--- config.mk ---
export PLATFORM = sky130hd
export DESIGN_NAME = curtain_ctrl
export DESIGN_NICKNAME = d
export VERILOG_FILES = /design/src/inc/guard_pkg.sv /design/src/inc/guard_if.sv /design/src/verilog/beam_eval.sv /design/src/verilog/contactor_chk.sv /design/src/verilog/curtain_ctrl.sv
export SDC_FILE = /design/constraint.sdc
export NUM_CORES = 1
export LEC_CHECK = 0
export BUFFER_PORTS_ARGS = -buffer_cell sky130_fd_sc_hd__buf_4
export CORE_UTILIZATION = 55
export CTS_BUF_LIST = sky130_fd_sc_hd__clkbuf_8
export CTS_CLUSTER_SIZE = 25
export DETAILED_ROUTE_END_ITERATION = 10
export PLACE_DENSITY = 0.74
export REMOVE_ABC_BUFFERS = 1
export SKIP_LAST_GASP = 1
export SLEW_MARGIN = 20
export SYNTH_ARGS = -nofsm -noshare
export SYNTH_HDL_FRONTEND = slang
export SYNTH_SLANG_ARGS = --single-unit
--- constraint.sdc ---
create_clock -name clk_i -period 2.48 [get_ports clk_i]
set_input_delay 0.248 -clock clk_i [delete_from_list [all_inputs] [get_ports clk_i]]
set_output_delay 0.248 -clock clk_i [all_outputs]
set_load 0.005 [all_outputs]
--- src/inc/guard_pkg.sv ---
/*
 * constants, types and encodings shared by the light curtain receiver
 * control logic. assumes a single 10 MHz clock and synchronous inputs.
 */
`default_nettype none
package guard_pkg;
    // ========================================================
    // sizes
    localparam int BEAMS = 16;
    localparam int NAME_LEN = 22;
    localparam int NAME_IDX_W = 5;
    localparam int CHAR_W = 8;
    localparam int SYNC_BEAM = 0;
    localparam int MAX_SYSTEMS = 3;
    localparam int MAX_BEAMS_UNCODED = 480;
    localparam int MAX_BEAMS_CODED = 405;

    // ========================================================
    // beam coding settings
    typedef enum logic [1:0] {
        CODE_NONE = 2'h0,
        CODE_ONE = 2'h1,
        CODE_TWO = 2'h2
    } beam_code_t;

    // consecutive broken samples before the field counts as broken
    localparam logic [1:0] BREAK_SAMPLES_UNCODED = 2'h1;
    localparam logic [1:0] BREAK_SAMPLES_CODED = 2'h2;

    // ========================================================
    // timing
    localparam int CLK_HZ = 10_000_000;
    localparam int SHOW_MS = 1000;
    localparam int FB_MS = 300;
    localparam int BLINK_MS = 250;
    localparam int SHOW_CYCLES = SHOW_MS * (CLK_HZ / 1000);
    localparam int FB_CYCLES = FB_MS * (CLK_HZ / 1000);
    localparam int BLINK_CYCLES = BLINK_MS * (CLK_HZ / 1000);
    localparam int TIMER_W = 24;

    // ========================================================
    // status display codes
    typedef enum logic [3:0] {
        DISP_CODE_NONE = 4'h0,
        DISP_CODE_ONE = 4'h1,
        DISP_CODE_TWO = 4'h2,
        DISP_RUN = 4'h8,
        DISP_FB_ERROR = 4'he,
        DISP_LOCKOUT = 4'hf
    } disp_t;

    // ========================================================
    // control states, one-hot
    typedef enum logic [4:0] {
        ST_SHOW = 5'h01,
        ST_HOLD = 5'h02,
        ST_RUN = 5'h04,
        ST_FAULT = 5'h08,
        ST_LOCKOUT = 5'h10
    } state_t;
endpackage
`default_nettype wire

--- src/inc/guard_if.sv ---
/*
 * internal carrier between the control top and its beam and
 * contactor helpers. assumes all ends share clk_i.
 */
`default_nettype none
interface guard_if;
    logic [1:0] code_sel;
    logic field_clear;
    logic outputs_on;
    logic both_open;
    logic fb_fault;

    modport ctrl (output code_sel, output outputs_on,
                  input field_clear, input both_open, input fb_fault);
    modport beam (input code_sel, output field_clear);
    modport feed (input outputs_on, output both_open, output fb_fault);
endinterface
`default_nettype wire

--- src/verilog/beam_eval.sv ---
/*
 * beam evaluation: accepts only beams with the selected coding and
 * debounces breaks longer when coding is on. assumes beam inputs are
 * synchronous samples of the optical receivers.
 */
`default_nettype none
module beam_eval (
    // clock and reset
    input wire logic clk_i,
    input wire logic rst_i,
    // optical side
    input wire logic [guard_pkg::BEAMS-1:0] beam_rx_i,
    input wire logic [2*guard_pkg::BEAMS-1:0] beam_tag_i,
    input wire logic [guard_pkg::BEAMS-1:0] beam_blank_i,
    // carrier
    guard_if.beam bus
);
    logic [guard_pkg::BEAMS-1:0] ok;
    logic [1:0] cnt_r, cnt_nxt;
    logic clear_r, clear_nxt;
    logic [1:0] need;

    // ========================================================
    // per beam acceptance
    genvar i;
    generate
        for (i = 0; i < guard_pkg::BEAMS; i++) begin : g_beam
            logic tag_ok;
            assign tag_ok = (bus.code_sel == guard_pkg::CODE_NONE) ||
                (beam_tag_i[2*i +: 2] == bus.code_sel);
            if (i == guard_pkg::SYNC_BEAM) begin : g_sync
                // sync beam cannot be blanked: only light with the right coding syncs us
                assign ok[i] = beam_rx_i[i] && tag_ok;
            end else begin : g_norm
                assign ok[i] = beam_blank_i[i] || (beam_rx_i[i] && tag_ok);
            end
        end
    endgenerate

    // ========================================================
    // break debounce: coded beams need more samples to judge
    always_comb begin
        need = (bus.code_sel == guard_pkg::CODE_NONE) ?
            guard_pkg::BREAK_SAMPLES_UNCODED :
            guard_pkg::BREAK_SAMPLES_CODED;
        cnt_nxt = 2'h0;
        clear_nxt = clear_r;
        if (&ok) begin
            clear_nxt = 1'b1;
        end else begin
            cnt_nxt = cnt_r + 2'h1;
            if (cnt_nxt >= need) begin
                clear_nxt = 1'b0;
                cnt_nxt = need;
            end
        end
    end

    always_ff @(posedge clk_i) begin
        if (rst_i) begin
            cnt_r <= 2'h0;
            clear_r <= 1'b0;
        end else begin
            cnt_r <= cnt_nxt;
            clear_r <= clear_nxt;
        end
    end

    assign bus.field_clear = clear_r;
endmodule
`default_nettype wire

--- src/verilog/contactor_chk.sv ---
/*
 * contactor feedback watch: both contacts must follow the safety
 * outputs within a settle window. assumes feedback high = open.
 */
`default_nettype none
module contactor_chk #(
    parameter int FB_CYCLES = guard_pkg::FB_CYCLES
) (
    // clock and reset
    input wire logic clk_i,
    input wire logic rst_i,
    // feedback contacts, high while open
    input wire logic fb_a_open_i,
    input wire logic fb_b_open_i,
    // carrier
    guard_if.feed bus
);
    logic [guard_pkg::TIMER_W-1:0] t_r, t_nxt;
    logic fault_r, fault_nxt;
    logic open_r, open_nxt;
    logic wrong;

    // ========================================================
    // a mismatch outlasting the settle window is a fault
    always_comb begin
        open_nxt = fb_a_open_i && fb_b_open_i;
        // on: both closed expected; off: both open expected
        wrong = bus.outputs_on ? (fb_a_open_i || fb_b_open_i) :
            !(fb_a_open_i && fb_b_open_i);
        t_nxt = '0;
        fault_nxt = 1'b0;
        if (wrong) begin
            t_nxt = t_r;
            if (t_r >= guard_pkg::TIMER_W'(FB_CYCLES - 1)) begin
                fault_nxt = 1'b1;
            end else begin
                t_nxt = t_r + 1'b1;
            end
        end
    end

    always_ff @(posedge clk_i) begin
        if (rst_i) begin
            t_r <= '0;
            fault_r <= 1'b0;
            open_r <= 1'b0;
        end else begin
            t_r <= t_nxt;
            fault_r <= fault_nxt;
            open_r <= open_nxt;
        end
    end

    assign bus.both_open = open_r;
    assign bus.fb_fault = fault_r;
endmodule
`default_nettype wire

--- src/verilog/curtain_ctrl.sv ---
/*
 * receiver control top: power-up coding display, restart interlock,
 * contactor feedback checking with lock-out, and the stored
 * application name. assumes synchronous inputs on a 10 MHz clock and
 * buttons that read high while pressed.
 */
`default_nettype none
module curtain_ctrl #(
    parameter int SHOW_CYCLES = guard_pkg::SHOW_CYCLES,
    parameter int FB_CYCLES = guard_pkg::FB_CYCLES,
    parameter int BLINK_CYCLES = guard_pkg::BLINK_CYCLES
) (
    // clock and reset
    input wire logic clk_i,
    input wire logic rst_i,
    // configuration
    input wire logic restart_interlock_en_i,
    input wire logic contactor_feedback_check_i,
    input wire logic [1:0] beam_code_i,
    // optical receiver samples
    input wire logic [guard_pkg::BEAMS-1:0] beam_rx_i,
    input wire logic [2*guard_pkg::BEAMS-1:0] beam_tag_i,
    input wire logic [guard_pkg::BEAMS-1:0] beam_blank_i,
    // operator and contactors
    input wire logic interlock_btn_i,
    input wire logic fb_a_open_i,
    input wire logic fb_b_open_i,
    // application name store
    input wire logic name_wr_i,
    input wire logic [guard_pkg::NAME_IDX_W-1:0] name_idx_i,
    input wire logic [guard_pkg::CHAR_W-1:0] name_char_i,
    output logic [guard_pkg::CHAR_W-1:0] name_char_o,
    // safety outputs and indication
    output logic [1:0] safety_switch_output_o,
    output logic led_red_o,
    output logic led_green_o,
    output logic led_yellow_o,
    output logic [3:0] disp_o
);
    guard_if bus ();

    guard_pkg::state_t st_r, st_nxt;
    logic [guard_pkg::TIMER_W-1:0] tmr_r, tmr_nxt;
    logic [guard_pkg::TIMER_W-1:0] blink_cnt_r, blink_cnt_nxt;
    logic blink_r, blink_nxt;
    logic btn_r;
    logic btn_press;
    logic fb_ready;
    logic [1:0] code_r, code_nxt;
    logic [1:0] out_r, out_nxt;
    logic red_r, red_nxt;
    logic green_r, green_nxt;
    logic yellow_r, yellow_nxt;
    logic [3:0] disp_r, disp_nxt;
    logic [guard_pkg::CHAR_W-1:0] name_q_r, name_q_nxt;
    logic [guard_pkg::CHAR_W-1:0] name_mem_r [guard_pkg::NAME_LEN];

    // ========================================================
    // helpers
    beam_eval u_beam (
        .clk_i(clk_i),
        .rst_i(rst_i),
        .beam_rx_i(beam_rx_i),
        .beam_tag_i(beam_tag_i),
        .beam_blank_i(beam_blank_i),
        .bus(bus.beam)
    );

    contactor_chk #(
        .FB_CYCLES(FB_CYCLES)
    ) u_fb (
        .clk_i(clk_i),
        .rst_i(rst_i),
        .fb_a_open_i(fb_a_open_i),
        .fb_b_open_i(fb_b_open_i),
        .bus(bus.feed)
    );

    // coding is latched once per power-up so one cascade member
    // cannot drift away from the setting shared with the others
    assign bus.code_sel = code_r;
    assign bus.outputs_on = out_r[0];

    // ========================================================
    // button edge and contactor readiness
    always_comb begin
        btn_press = interlock_btn_i && !btn_r;
        // nothing is known of the machine-side interlock, so only
        // our own button, our own field and our own feedback gate a restart
        fb_ready = !contactor_feedback_check_i || bus.both_open;
    end

    always_ff @(posedge clk_i) begin
        if (rst_i) begin
            btn_r <= 1'b0;
        end else begin
            btn_r <= interlock_btn_i;
        end
    end

    // ========================================================
    // control state machine
    always_comb begin
        st_nxt = st_r;
        tmr_nxt = tmr_r;
        code_nxt = code_r;
        case (st_r)
            guard_pkg::ST_SHOW: begin
                code_nxt = beam_code_i;
                if (tmr_r >= guard_pkg::TIMER_W'(SHOW_CYCLES - 1)) begin
                    tmr_nxt = '0;
                    st_nxt = guard_pkg::ST_HOLD;
                end else begin
                    tmr_nxt = tmr_r + 1'b1;
                end
            end
            guard_pkg::ST_HOLD: begin
                tmr_nxt = '0;
                if (contactor_feedback_check_i && bus.fb_fault) begin
                    st_nxt = guard_pkg::ST_FAULT;
                end else if (bus.field_clear && fb_ready) begin
                    if (!restart_interlock_en_i) begin
                        st_nxt = guard_pkg::ST_RUN;
                    end else if (btn_press) begin
                        st_nxt = guard_pkg::ST_RUN;
                    end
                end
            end
            guard_pkg::ST_RUN: begin
                tmr_nxt = '0;
                if (!bus.field_clear) begin
                    st_nxt = guard_pkg::ST_HOLD;
                end else if (contactor_feedback_check_i && bus.fb_fault) begin
                    st_nxt = guard_pkg::ST_FAULT;
                end
            end
            guard_pkg::ST_FAULT: begin
                // a contact that never returns to open cannot be made
                // safe by us, so give up rather than retry forever
                if (bus.both_open) begin
                    tmr_nxt = '0;
                    st_nxt = guard_pkg::ST_HOLD;
                end else if (tmr_r >= guard_pkg::TIMER_W'(FB_CYCLES - 1)) begin
                    st_nxt = guard_pkg::ST_LOCKOUT;
                end else begin
                    tmr_nxt = tmr_r + 1'b1;
                end
            end
            guard_pkg::ST_LOCKOUT: begin
                st_nxt = guard_pkg::ST_LOCKOUT;
            end
            default: begin
                st_nxt = guard_pkg::ST_LOCKOUT;
            end
        endcase
    end

    always_ff @(posedge clk_i) begin
        if (rst_i) begin
            st_r <= guard_pkg::ST_SHOW;
            tmr_r <= '0;
        end else begin
            st_r <= st_nxt;
            tmr_r <= tmr_nxt;
        end
    end

    // coding register: its next value only moves while on display
    always_ff @(posedge clk_i) begin
        if (rst_i) begin
            code_r <= guard_pkg::CODE_NONE;
        end else begin
            code_r <= code_nxt;
        end
    end

    // ========================================================
    // yellow flash timebase
    always_comb begin
        blink_cnt_nxt = blink_cnt_r + 1'b1;
        blink_nxt = blink_r;
        if (blink_cnt_r >= guard_pkg::TIMER_W'(BLINK_CYCLES - 1)) begin
            blink_cnt_nxt = '0;
            blink_nxt = !blink_r;
        end
    end

    always_ff @(posedge clk_i) begin
        if (rst_i) begin
            blink_cnt_r <= '0;
            blink_r <= 1'b0;
        end else begin
            blink_cnt_r <= blink_cnt_nxt;
            blink_r <= blink_nxt;
        end
    end

    // ========================================================
    // outputs and indication, all registered
    always_comb begin
        out_nxt = 2'b00;
        red_nxt = 1'b1;
        green_nxt = 1'b0;
        yellow_nxt = 1'b0;
        disp_nxt = guard_pkg::DISP_RUN;
        case (st_nxt)
            guard_pkg::ST_SHOW: begin
                disp_nxt = {2'b00, beam_code_i};
            end
            guard_pkg::ST_HOLD: begin
                // steady yellow: waiting for the interlock button
                yellow_nxt = restart_interlock_en_i && bus.field_clear;
            end
            guard_pkg::ST_RUN: begin
                out_nxt = 2'b11;
                red_nxt = 1'b0;
                green_nxt = 1'b1;
            end
            guard_pkg::ST_FAULT: begin
                disp_nxt = guard_pkg::DISP_FB_ERROR;
                yellow_nxt = restart_interlock_en_i && blink_r;
            end
            guard_pkg::ST_LOCKOUT: begin
                disp_nxt = guard_pkg::DISP_LOCKOUT;
            end
            default: begin
                disp_nxt = guard_pkg::DISP_LOCKOUT;
            end
        endcase
    end

    always_ff @(posedge clk_i) begin
        if (rst_i) begin
            out_r <= 2'b00;
            red_r <= 1'b1;
            green_r <= 1'b0;
            yellow_r <= 1'b0;
            disp_r <= guard_pkg::DISP_CODE_NONE;
        end else begin
            out_r <= out_nxt;
            red_r <= red_nxt;
            green_r <= green_nxt;
            yellow_r <= yellow_nxt;
            disp_r <= disp_nxt;
        end
    end

    // ========================================================
    // application name store; out-of-range indices are ignored
    always_comb begin
        name_q_nxt = '0;
        if (name_idx_i < guard_pkg::NAME_IDX_W'(guard_pkg::NAME_LEN)) begin
            name_q_nxt = name_mem_r[name_idx_i];
        end
    end

    genvar n;
    generate
        for (n = 0; n < guard_pkg::NAME_LEN; n++) begin : g_name
            always_ff @(posedge clk_i) begin
                if (rst_i) begin
                    name_mem_r[n] <= '0;
                end else if (name_wr_i &&
                             name_idx_i == guard_pkg::NAME_IDX_W'(n)) begin
                    name_mem_r[n] <= name_char_i;
                end
            end
        end
    endgenerate

    always_ff @(posedge clk_i) begin
        if (rst_i) begin
            name_q_r <= '0;
        end else begin
            name_q_r <= name_q_nxt;
        end
    end

    assign name_char_o = name_q_r;
    assign safety_switch_output_o = out_r;
    assign led_red_o = red_r;
    assign led_green_o = green_r;
    assign led_yellow_o = yellow_r;
    assign disp_o = disp_r;
endmodule
`default_nettype wire
==> results of run 1 <==
==> timing repair <==
action                                  CTS  global route
resized for setup                         0             1
hold buffers                              6             0
endpoints found under the setup margin    0             7
endpoints found under the hold margin     7             0
==> state kept, by name (all words and copies together), names as in the netlist <==
signal and flops:
bus.code_sel 2, u_fb.t_r 24, st_r 5, u_beam.cnt_r 2, u_beam.bus.field_clear 1, safety_switch_output_o 1, led_yellow_o 1, name_mem_r 176
u_fb.bus.both_open 1, tmr_r 24, u_fb.bus.fb_fault 1, blink_cnt_r 24, name_char_o 8, disp_o 4, blink_r 1, led_red_o 1
btn_r 1
==> kinds of logic after synthesis <==
logic type	Yosys count	synth area share, %
AOI/OAI and AO/OA	138	6.87
xor gates and xnor gates	64	4.16
adders and majority gates	7	0.631
buffers and inverters	97	2.99
DFF	277	54.2
muxes	65	9.30
other	1	0.0278
and+or+nand+nor	541	21.8
==> how the worst max path moves through the flow <==
| stage | start | end | slack (ns) | cells after the start |
|---|---|---|---|---|
| after floorplan | tmr_r[21] | tmr_r[10] | -0.46 | 6 |
| after global placement | u_fb.t_r[2] | u_fb.t_r[16] | 0.21 | 7 |
| after detailed placement | u_fb.t_r[2] | u_fb.t_r[16] | 0.18 | 7 |
| after CTS | u_fb.t_r[2] | u_fb.t_r[16] | 0.13 | 7 |
| after global routing | st_r[3] | tmr_r[0] | 0.12 | 6 |
| final | bus.code_sel[0] | u_beam.bus.field_clear | 0.21 | 7 |
==> worst min-delay path, delay by kind of cell <==
family                 cells  cell delay [ns]
AND/OR/NAND/NOR            1             0.08
buffers and inverters      1             0.21
multiplexers               1             0.10
==> where the power goes <==
group          leakage (nW)  switching, mW  total (mW)  internal (mW)
combinational          2.98          0.501       0.953          0.452
sequential             2.50         0.0900        5.20           5.11
clock                 0.537           1.80        3.96           2.17
total                  6.01           2.39        10.1           7.72
==> layer usage <==
| metal | track usage, % | vias up | share of wire, % |
|---|---|---|---|
| li1 | - | 4549 | - |
| met1 | 30.7 | 4552 | 43 |
| met2 | 40.5 | 324 | 48 |
| met3 | 4.82 | 64 | 6.0 |
| met4 | 9.57 | 0 | 3.0 |
| met5 | 0 | - | 0 |
==> synth_stat cells (4+ instances only) <==
cell type	number	area share [%]
nand3_1	41	1.5
a21o_1	16	0.89
inv_1	30	0.84
o21ai_0	36	1.3
edfxtp_1	176	39
dfxtp_1	101	15
xnor2_1	9	0.59
and4_1	5	0.33
nor2b_1	21	0.98
mux4_2	48	8.0
a31oi_1	20	0.93
buf_2	10	0.37
clkbuf_1	44	1.2
buf_4	5	0.28
nor2_1	123	3.4
or3_1	4	0.19
and3_1	20	0.93
xor2_1	55	3.6
nand2b_1	22	1.0
nand2_1	53	1.5
mux2i_1	16	1.2
nor3b_1	4	0.22
buf_1	6	0.17
nand4_1	26	1.2
o211ai_1	5	0.28
nor3_1	12	0.45
ha_1	6	0.56
nor4_1	9	0.42
a21oi_1	25	0.93
and2_1	183	8.5
==> stage by stage <==
step / worst slack, ns / total power, mW / utilization (%) / TNS (ns)
floorplan: -0.461 / 5.73 / - / -9.96
global placement: 0.210 / 6.20 / 62.2 / 0
detailed placement: 0.177 / 6.23 / 62.2 / 0
CTS: 0.130 / 10.2 / 66.3 / 0
global route: 0.116 / 10.5 / 66.3 / 0
finish: 0.210 / 10.1 / 66.3 / 0
==> cell type report <==
type                    instances  area, µm²
multi-input cells             817       5780
well taps                     319        399
inverters                      31        116
clock buffers                  53        729
flip-flops and latches        277       7310
repair buffers                155       1230
clock inverters                33        195
fillers                      1816       8000
==> results_dict.tcl, run 1 <==
set metrics [dict create \
    status "finished clean" \
    die_h_um 159 \
    drv_slew 0 \
    io_pins 104 \
    synth_cell_types 70 \
    vias_per_cell 5.63 \
    path_buf_inv 1 \
    fmax_ghz 0.441 \
    r2r-end "u_beam.bus.field_clear" \
    core-area_mm2 0.0238 \
    vias 9489 \
    synth-edff-count 176 \
    slew_headroom_pct 51.2 \
    final_cells 1685 \
    r2r_slack_ns 0.21 \
    area_growth_pct 16.9 \
    min_from "name_idx_i[4]" \
    ir_drop_mv 0.380 \
    start_util_pct 56.7 \
    drt-pass1-iter-count 5 \
    path_max_fanout 23 \
    drc 0 \
    p_leak_nw 6.01 \
    ys.flop_type "edfxtp_1" \
    dp.cells 1593 \
    async_flop_share_pct 0 \
    period_share_pct 91.5 \
    cts_buffer_depth 3 \
    dieArea_mm2 0.0251 \
    endpoint_kind "flop" \
    nets 1421 \
    drt-total-wl_mm 29.3 \
    maxCapViolations 0 \
    htree_levels 2 \
    cp_top_family "simple AND/OR/NAND/NOR gates" \
    startpoint_type "flop" \
    crit-reg2reg-launch "bus.code_sel[0]" \
    dp_hpwl_mm 20.5 \
    antenna_cells 0 \
    synthCells 1190 \
    finalHoldViolations 0 \
    clkLatencyLatePin_ns 0.58 \
    rows 56 \
    slowest_delay_ns 0.69 \
    grt_pass1_vias 9127 \
    hold-path-endpoint "name_char_o[1]" \
    cts_tree "built" \
    whs_path_depth 3 \
    yosysWarnings 0 \
    io_buffers 102 \
    worst_pin_slew_ns 0.732 \
    detail-route-antenna-nets 0 \
    drive_gt1_share_pct 20.4 \
    gr-total-overflow 0 \
    fin_skew_ns 0.0365 \
    final_common_cell "and2_1" \
    postCtsSetupBuffers 0 \
    finalSetupViolations 0 \
    min_path_type "primary input to flop" \
    hold_ws_ns 0.0872 \
    crit_slowest_cell "dfxtp_1" \
    drt_iter0_drc 662 \
    r2r_cells 7 \
    most-common-layout-cells "183 x and2_1, 176 x edfxtp_1, 145 x buf_4, 123 x nor2_1, 101 x dfxtp_1" \
    crit_path_cell_trace "buf_4 > nand2b_1 > a21o_1 > a31oi_1 > nor4_1 > and4_1 > o21ba_2" \
    synth_area_mm2 0.0135 \
    cts_inserted_buffers 46 \
    fin_area_mm2 0.0158 \
    grtUsageTotal_pct 24.1 \
    antenna_found_initial 0 \
    syn-mean-instance-area_um2 11.3 \
    cts_sinks 277 \
    worst-setup-path-type "flop to flop" \
    ys_ff_latch 277 \
    rsz0062_at_grt "no" \
    required_ns 2.99 \
    path_clk_slew_ns 0.07 \
    cp.arrival_ns 2.78 \
    placed_cell_area_mm2 0.0148 \
    min_period_ns 2.27 \
    yosysSeqAreaShare_pct 54.2 \
    gp_congestion 0.864 \
    grt_pass1_wl_mm 46.4 \
    grt_max_degree 28 \
    avgRoutedWirePerCell_um 17.4 \
    root_buffer "clkbuf_8" \
    p_per_area_mw_per_mm2 642 \
    dieWidth_um 159 \
]
No activity file was read; power rests on OpenSTA's default activity.
==> run 2, diff against run 1 <==
--- a/config.mk
+++ b/config.mk
@@ -6,6 +6,7 @@
 export NUM_CORES = 1
 export LEC_CHECK = 0
 export BUFFER_PORTS_ARGS = -buffer_cell sky130_fd_sc_hd__buf_4
+export CORE_MARGIN = 3
 export CORE_UTILIZATION = 55
 export CTS_BUF_LIST = sky130_fd_sc_hd__clkbuf_8
 export CTS_CLUSTER_SIZE = 25
@@ -13,7 +14,6 @@
 export PLACE_DENSITY = 0.74
 export REMOVE_ABC_BUFFERS = 1
 export SKIP_LAST_GASP = 1
-export SLEW_MARGIN = 20
 export SYNTH_ARGS = -nofsm -noshare
 export SYNTH_HDL_FRONTEND = slang
 export SYNTH_SLANG_ARGS = --single-unit
==> run 2 against run 1 <==
Clock skew down 0.013 ns. Worst setup slack better by 0.063 ns. Sequential power about the same. Via count down 0.24%. Sequential cell count unchanged. Critical path type unchanged. Critical endpoint is now tmr_r[16]. Highest routed layer unchanged.
==> results_dict.tcl, run 2 (synthesized netlist as in run 1, its figures left out) <==
set metrics [dict create \
    vias 9466 \
    avgRoutedWirePerCell_um 17.9 \
    grt_pass1_vias 9504 \
    antenna_cells 0 \
    vias_per_cell 5.61 \
    io_buffers 102 \
    gp_congestion 0.868 \
    status "finished clean" \
    worst_pin_slew_ns 0.761 \
    crit_path_cell_trace "ha_1 > nand4_1 > a311oi_1 > o21ai_0 > o31ai_2 > buf_4 > nor2_1" \
    r2r_slack_ns 0.27 \
    slew_headroom_pct 49.3 \
    min_from "restart_interlock_en_i" \
    min_path_type "primary input to flop" \
    regMostFlops "name_mem_r" \
    postCtsSetupBuffers 0 \
    path_max_fanout 12 \
    final_common_cell "and2_1" \
    p_leak_nw 6.04 \
    crit_slowest_cell "a311oi_1" \
    slowest_delay_ns 0.49 \
    cts_sinks 277 \
    cp.arrival_ns 2.65 \
    cts_inserted_buffers 46 \
    setup_tns_ns 0 \
    htree_levels 2 \
    core-area_mm2 0.0238 \
    drive_gt1_share_pct 21.0 \
    required_ns 2.92 \
    startpoint_type "flop" \
    grtUsageTotal_pct 23.0 \
    p_per_area_mw_per_mm2 668 \
    io_pins 104 \
    whs_path_depth 4 \
    maxCapViolations 0 \
    gr-total-overflow 0 \
    cts_tree "built" \
    die_h_um 163 \
    r2r_cells 7 \
    drv_slew 0 \
    cts_buffer_depth 3 \
    area_growth_pct 17.8 \
    fmax_ghz 0.453 \
    placed_cell_area_mm2 0.0148 \
    rsz0062_at_grt "no" \
    crit_path_start "tmr_r[1]" \
    clkLatencyLatePin_ns 0.56 \
    crit-reg2reg-launch "tmr_r[1]" \
    drt-pass1-iter-count 5 \
    finalHoldViolations 0 \
    path_clk_slew_ns 0.05 \
    r2r-end "tmr_r[16]" \
    period_share_pct 89.0 \
    final_cells 1688 \
    fin_skew_ns 0.0231 \
    most-common-layout-cells "183 x and2_1, 176 x edfxtp_1, 150 x buf_4, 123 x nor2_1, 101 x dfxtp_1" \
    dp_hpwl_mm 21.1 \
    cts_resized 0 \
    drt_iter0_drc 587 \
    dieWidth_um 163 \
    ctsHoldBuffers 5 \
    min_period_ns 2.21 \
    drc 0 \
    grt_pass1_wl_mm 48.3 \
    hold-path-endpoint "led_yellow_o" \
    nets 1424 \
    grt_max_degree 33 \
    worst-setup-path-type "flop to flop" \
    dieArea_mm2 0.0264 \
    root_buffer "clkbuf_8" \
    drt-total-wl_mm 30.3 \
    finalSetupViolations 0 \
    rows 56 \
    fin_area_mm2 0.0159 \
    detail-route-antenna-nets 0 \
    ir_drop_mv 0.426 \
    start_util_pct 56.7 \
    dp.cells 1597 \
    antenna_found_initial 0 \
    endpoint_kind "flop" \
    largest_reg_flops 176 \
]
==> run 2: cell types whose count changed in the layout (fill, tap and decap cells not counted), moves of 4 or more <==
cell | previous run | this run
inv_1 | 48 | 38
bufinv_16 | 2 | 6
buf_4 | 145 | 150
clkinv_1 | 5 | 10
==> run 2: per-layer routing <==
metal	track usage (%)	wire length, µm	up-vias	part of all wire [%]
li1	-	-	4560	-
met1	29.0	12700	4563	42
met2	39.5	14800	281	49
met3	4.86	1850	62	6.1
met4	7.87	870	0	2.9
met5	0	0	-	0
==> run 2: critical path: cells and delay by family, from the launching register on <==
family	cells	cell delay, ns
flops	1	0.39
buf+inv	1	0.25
simple gates	2	0.22
fa+ha+maj	1	0.25
compound gates	3	0.99
==> run 2: layout make-up <==
cell class | instances | area (µm²)
fill | 1762 | 7880
sequential | 277 | 7310
multi-input combinational | 817 | 5770
timing repair buffer | 158 | 1240
clock buffer | 54 | 743
tap | 319 | 399
clock inverter | 32 | 297
inverter | 31 | 116
==> run 2: through the flow <==
stage | power, mW | setup slack [ns] | util (%) | hold slack (ns)
floorplan | 5.73 | -0.461 | - | 0.315
global placement | 6.21 | 0.319 | 62.2 | 0.430
detailed placement | 6.24 | 0.266 | 62.2 | 0.445
CTS | 10.7 | 0.307 | 66.8 | 0.0787
global route | 11.0 | 0.155 | 66.8 | 0.0845
finish | 10.6 | 0.273 | 66.8 | 0.109
==> run 2: worst max-delay path by stage <==
stage          depth (start not counted)             end  slack (ns)
2_1_floorplan                          6       tmr_r[10]       -0.46
3_3_place_gp                           6  name_char_o[2]        0.32
3_5_place_dp                           6  name_char_o[2]        0.27
4_1_cts                                7       tmr_r[16]        0.31
5_1_grt                                7       tmr_r[16]        0.16
6_report                               7       tmr_r[16]        0.27
==> run 2: where the power goes <==
group	internal (mW)	switching, mW	total [mW]
Sequential	5.11	0.0831	5.19
Clock	2.62	1.83	4.45
Combinational	0.452	0.508	0.960
Total	8.18	2.42	10.6
==> run 3, diff against run 2 <==
--- a/config.mk
+++ b/config.mk
@@ -7,11 +7,11 @@
 export LEC_CHECK = 0
 export BUFFER_PORTS_ARGS = -buffer_cell sky130_fd_sc_hd__buf_4
 export CORE_MARGIN = 3
-export CORE_UTILIZATION = 55
+export CORE_UTILIZATION = 40
 export CTS_BUF_LIST = sky130_fd_sc_hd__clkbuf_8
 export CTS_CLUSTER_SIZE = 25
 export DETAILED_ROUTE_END_ITERATION = 10
-export PLACE_DENSITY = 0.74
+export PLACE_DENSITY = 0.56
 export REMOVE_ABC_BUFFERS = 1
 export SKIP_LAST_GASP = 1
 export SYNTH_ARGS = -nofsm -noshare
==> run 3 against run 2 <==
Sequential share of layout area shrank 0.072 points. Critical path depth is the same. Final area grew 0.16%. Core utilization shrank 18 points. Non-clock buffer count grew 3. Critical path type unchanged. Largest cell class unchanged. Largest power group unchanged. Highest routed layer unchanged.
==> results_dict.tcl, run 3 (synthesized netlist as in run 1, its figures left out) <==
set metrics [dict create \
    final_common_cell "and2_1" \
    path_max_fanout 9 \
    p_int_mw 7.50 \
    io_buffers 102 \
    drt-total-wl_mm 31.1 \
    vias 9323 \
    finalHoldViolations 0 \
    worst-setup-path-type "flop to flop" \
    r2r-end "tmr_r[13]" \
    postCtsSetupBuffers 0 \
    finalSetupViolations 0 \
    grtUsageTotal_pct 17.6 \
    fillCellCount 3055 \
    cts_sinks 277 \
    core-area_mm2 0.0329 \
    worst_pin_slew_ns 0.810 \
    grt_max_degree 33 \
    seq_power_share_pct 52.2 \
    cp.arrival_ns 2.67 \
    seqCellArea_mm2 0.00731 \
    dieWidth_um 190 \
    most-common-layout-cells "183 x and2_1, 176 x edfxtp_1, 151 x buf_4, 123 x nor2_1, 101 x dfxtp_1" \
    gr-total-overflow 0 \
    path_clk_slew_ns 0.06 \
    dp.cells 1722 \
    status "finished clean" \
    startpoint_type "flop" \
    period_share_pct 89.7 \
    slew_headroom_pct 46.0 \
    antenna_cells 0 \
    required_ns 2.93 \
    start_util_pct 41.0 \
    drt-pass1-iter-count 5 \
    drt_iter0_drc 590 \
    final_cells 1816 \
    p_sw_share_pct 24.3 \
    root_buffer "clkbuf_8" \
    dp_hpwl_mm 21.4 \
    whs_path_depth 2 \
    crit-reg2reg-launch "st_r[3]" \
    min_from "rst_i" \
    setup_tns_ns 0 \
    r2r_slack_ns 0.26 \
    maxCapViolations 0 \
    endpoint_kind "flop" \
    die_h_um 190 \
    crit_slowest_cell "or3b_2" \
    clkPwrFrac_pct 38.0 \
    area_growth_pct 18.0 \
    fin_skew_ns 0.0269 \
    drc 0 \
    antenna_found_initial 0 \
    largest_reg_flops 176 \
    multi_input_area_mm2 0.00577 \
    avgRoutedWirePerCell_um 17.1 \
    r2r_cells 7 \
    drive_gt1_share_pct 20.4 \
    gp_congestion 0.853 \
    io_pins 104 \
    detail-route-antenna-nets 0 \
    grt_pass1_vias 9434 \
    dieArea_mm2 0.0359 \
    min_period_ns 2.22 \
    slowest_delay_ns 0.50 \
    drv_slew 0 \
    fmax_ghz 0.450 \
    vias_per_cell 5.13 \
    cts_inserted_buffers 47 \
    crit_path_cell_trace "or3b_2 > a211oi_1 > o211ai_1 > buf_4 > nand4_1 > xor2_1 > nor2_2" \
    rows 66 \
    nets 1428 \
    rsz0062_at_grt "no" \
    p_per_area_mw_per_mm2 623 \
    p_leak_nw 6.04 \
    grt_pass1_wl_mm 50.1 \
    switchingPower_mw 2.40 \
    ctsHoldBuffers 6 \
    regMostFlops "name_mem_r" \
    clkLatencyLatePin_ns 0.57 \
    htree_levels 2 \
    combPwrFrac_pct 9.7 \
    ir_drop_mv 0.399 \
    min_path_type "primary input to flop" \
    cts_buffer_depth 3 \
    cts_tree "built" \
    hold-path-endpoint "st_r[4]" \
    cts_resized 0 \
]
run 3: how the worst max path moves through the flow:
stage	from	end	cells after the start
after floorplan	tmr_r[21]	tmr_r[10]	6
after global placement	st_r[3]	tmr_r[13]	7
after detailed placement	st_r[3]	tmr_r[13]	7
after CTS	st_r[3]	tmr_r[13]	7
after global routing	u_fb.t_r[2]	u_fb.t_r[16]	7
final	st_r[3]	tmr_r[13]	7
run 3: worst max-delay path, delay by kind of cell (launching register included):
kind / cells / cell delay [ns]
compound gates: 2 / 0.56
xor+xnor: 1 / 0.18
buf+inv: 1 / 0.24
flops: 1 / 0.48
simple gates: 3 / 0.65
run 3: stage by stage:
| step | power [mW] | worst slack [ns] | utilization [%] | instance area, µm² | hold WS, ns |
|---|---|---|---|---|---|
| after detailed placement | 6.24 | 0.260 | 45.5 | 15000 | 0.439 |
| after floorplan | 5.73 | -0.461 | - | 13200 | 0.315 |
| after global routing | 10.4 | 0.126 | 48.4 | 15900 | 0.0420 |
| after CTS | 10.1 | 0.249 | 48.4 | 15900 | 0.0192 |
| after global placement | 6.23 | 0.321 | 45.5 | 15000 | 0.430 |
| final | 9.91 | 0.256 | 48.4 | 15900 | 0.0640 |
run 3: area by class of cell:
type | instances | area share, %
repair buffers | 161 | 8.01
inverters | 31 | 0.732
multi-input cells | 817 | 36.3
flip-flops and latches | 277 | 46.0
clock buffers | 49 | 4.24
well taps | 442 | 3.48
clock inverters | 39 | 1.25
run 3: metal layers:
metal / vias to the layer above / share of wire (%) / global-route usage, %
met5: - / 0 / 0
met4: 0 / 2.0 / 5.06
met3: 47 / 5.6 / 3.11
met2: 254 / 48 / 29.7
met1: 4455 / 45 / 23.2
li1: 4567 / - / -
run 3: power groups by stage:
| stage | clock network (mW) | registers [mW] | logic [mW] |
|---|---|---|---|
| 4_1_cts | 3.92 | 5.18 | 0.978 |
| 3_3_place_gp | 0 | 5.27 | 0.960 |
| 6_report | 3.77 | 5.18 | 0.962 |
| 5_1_grt | 4.13 | 5.20 | 1.06 |
| 2_1_floorplan | 0 | 5.26 | 0.467 |
| 3_5_place_dp | 0 | 5.28 | 0.967 |
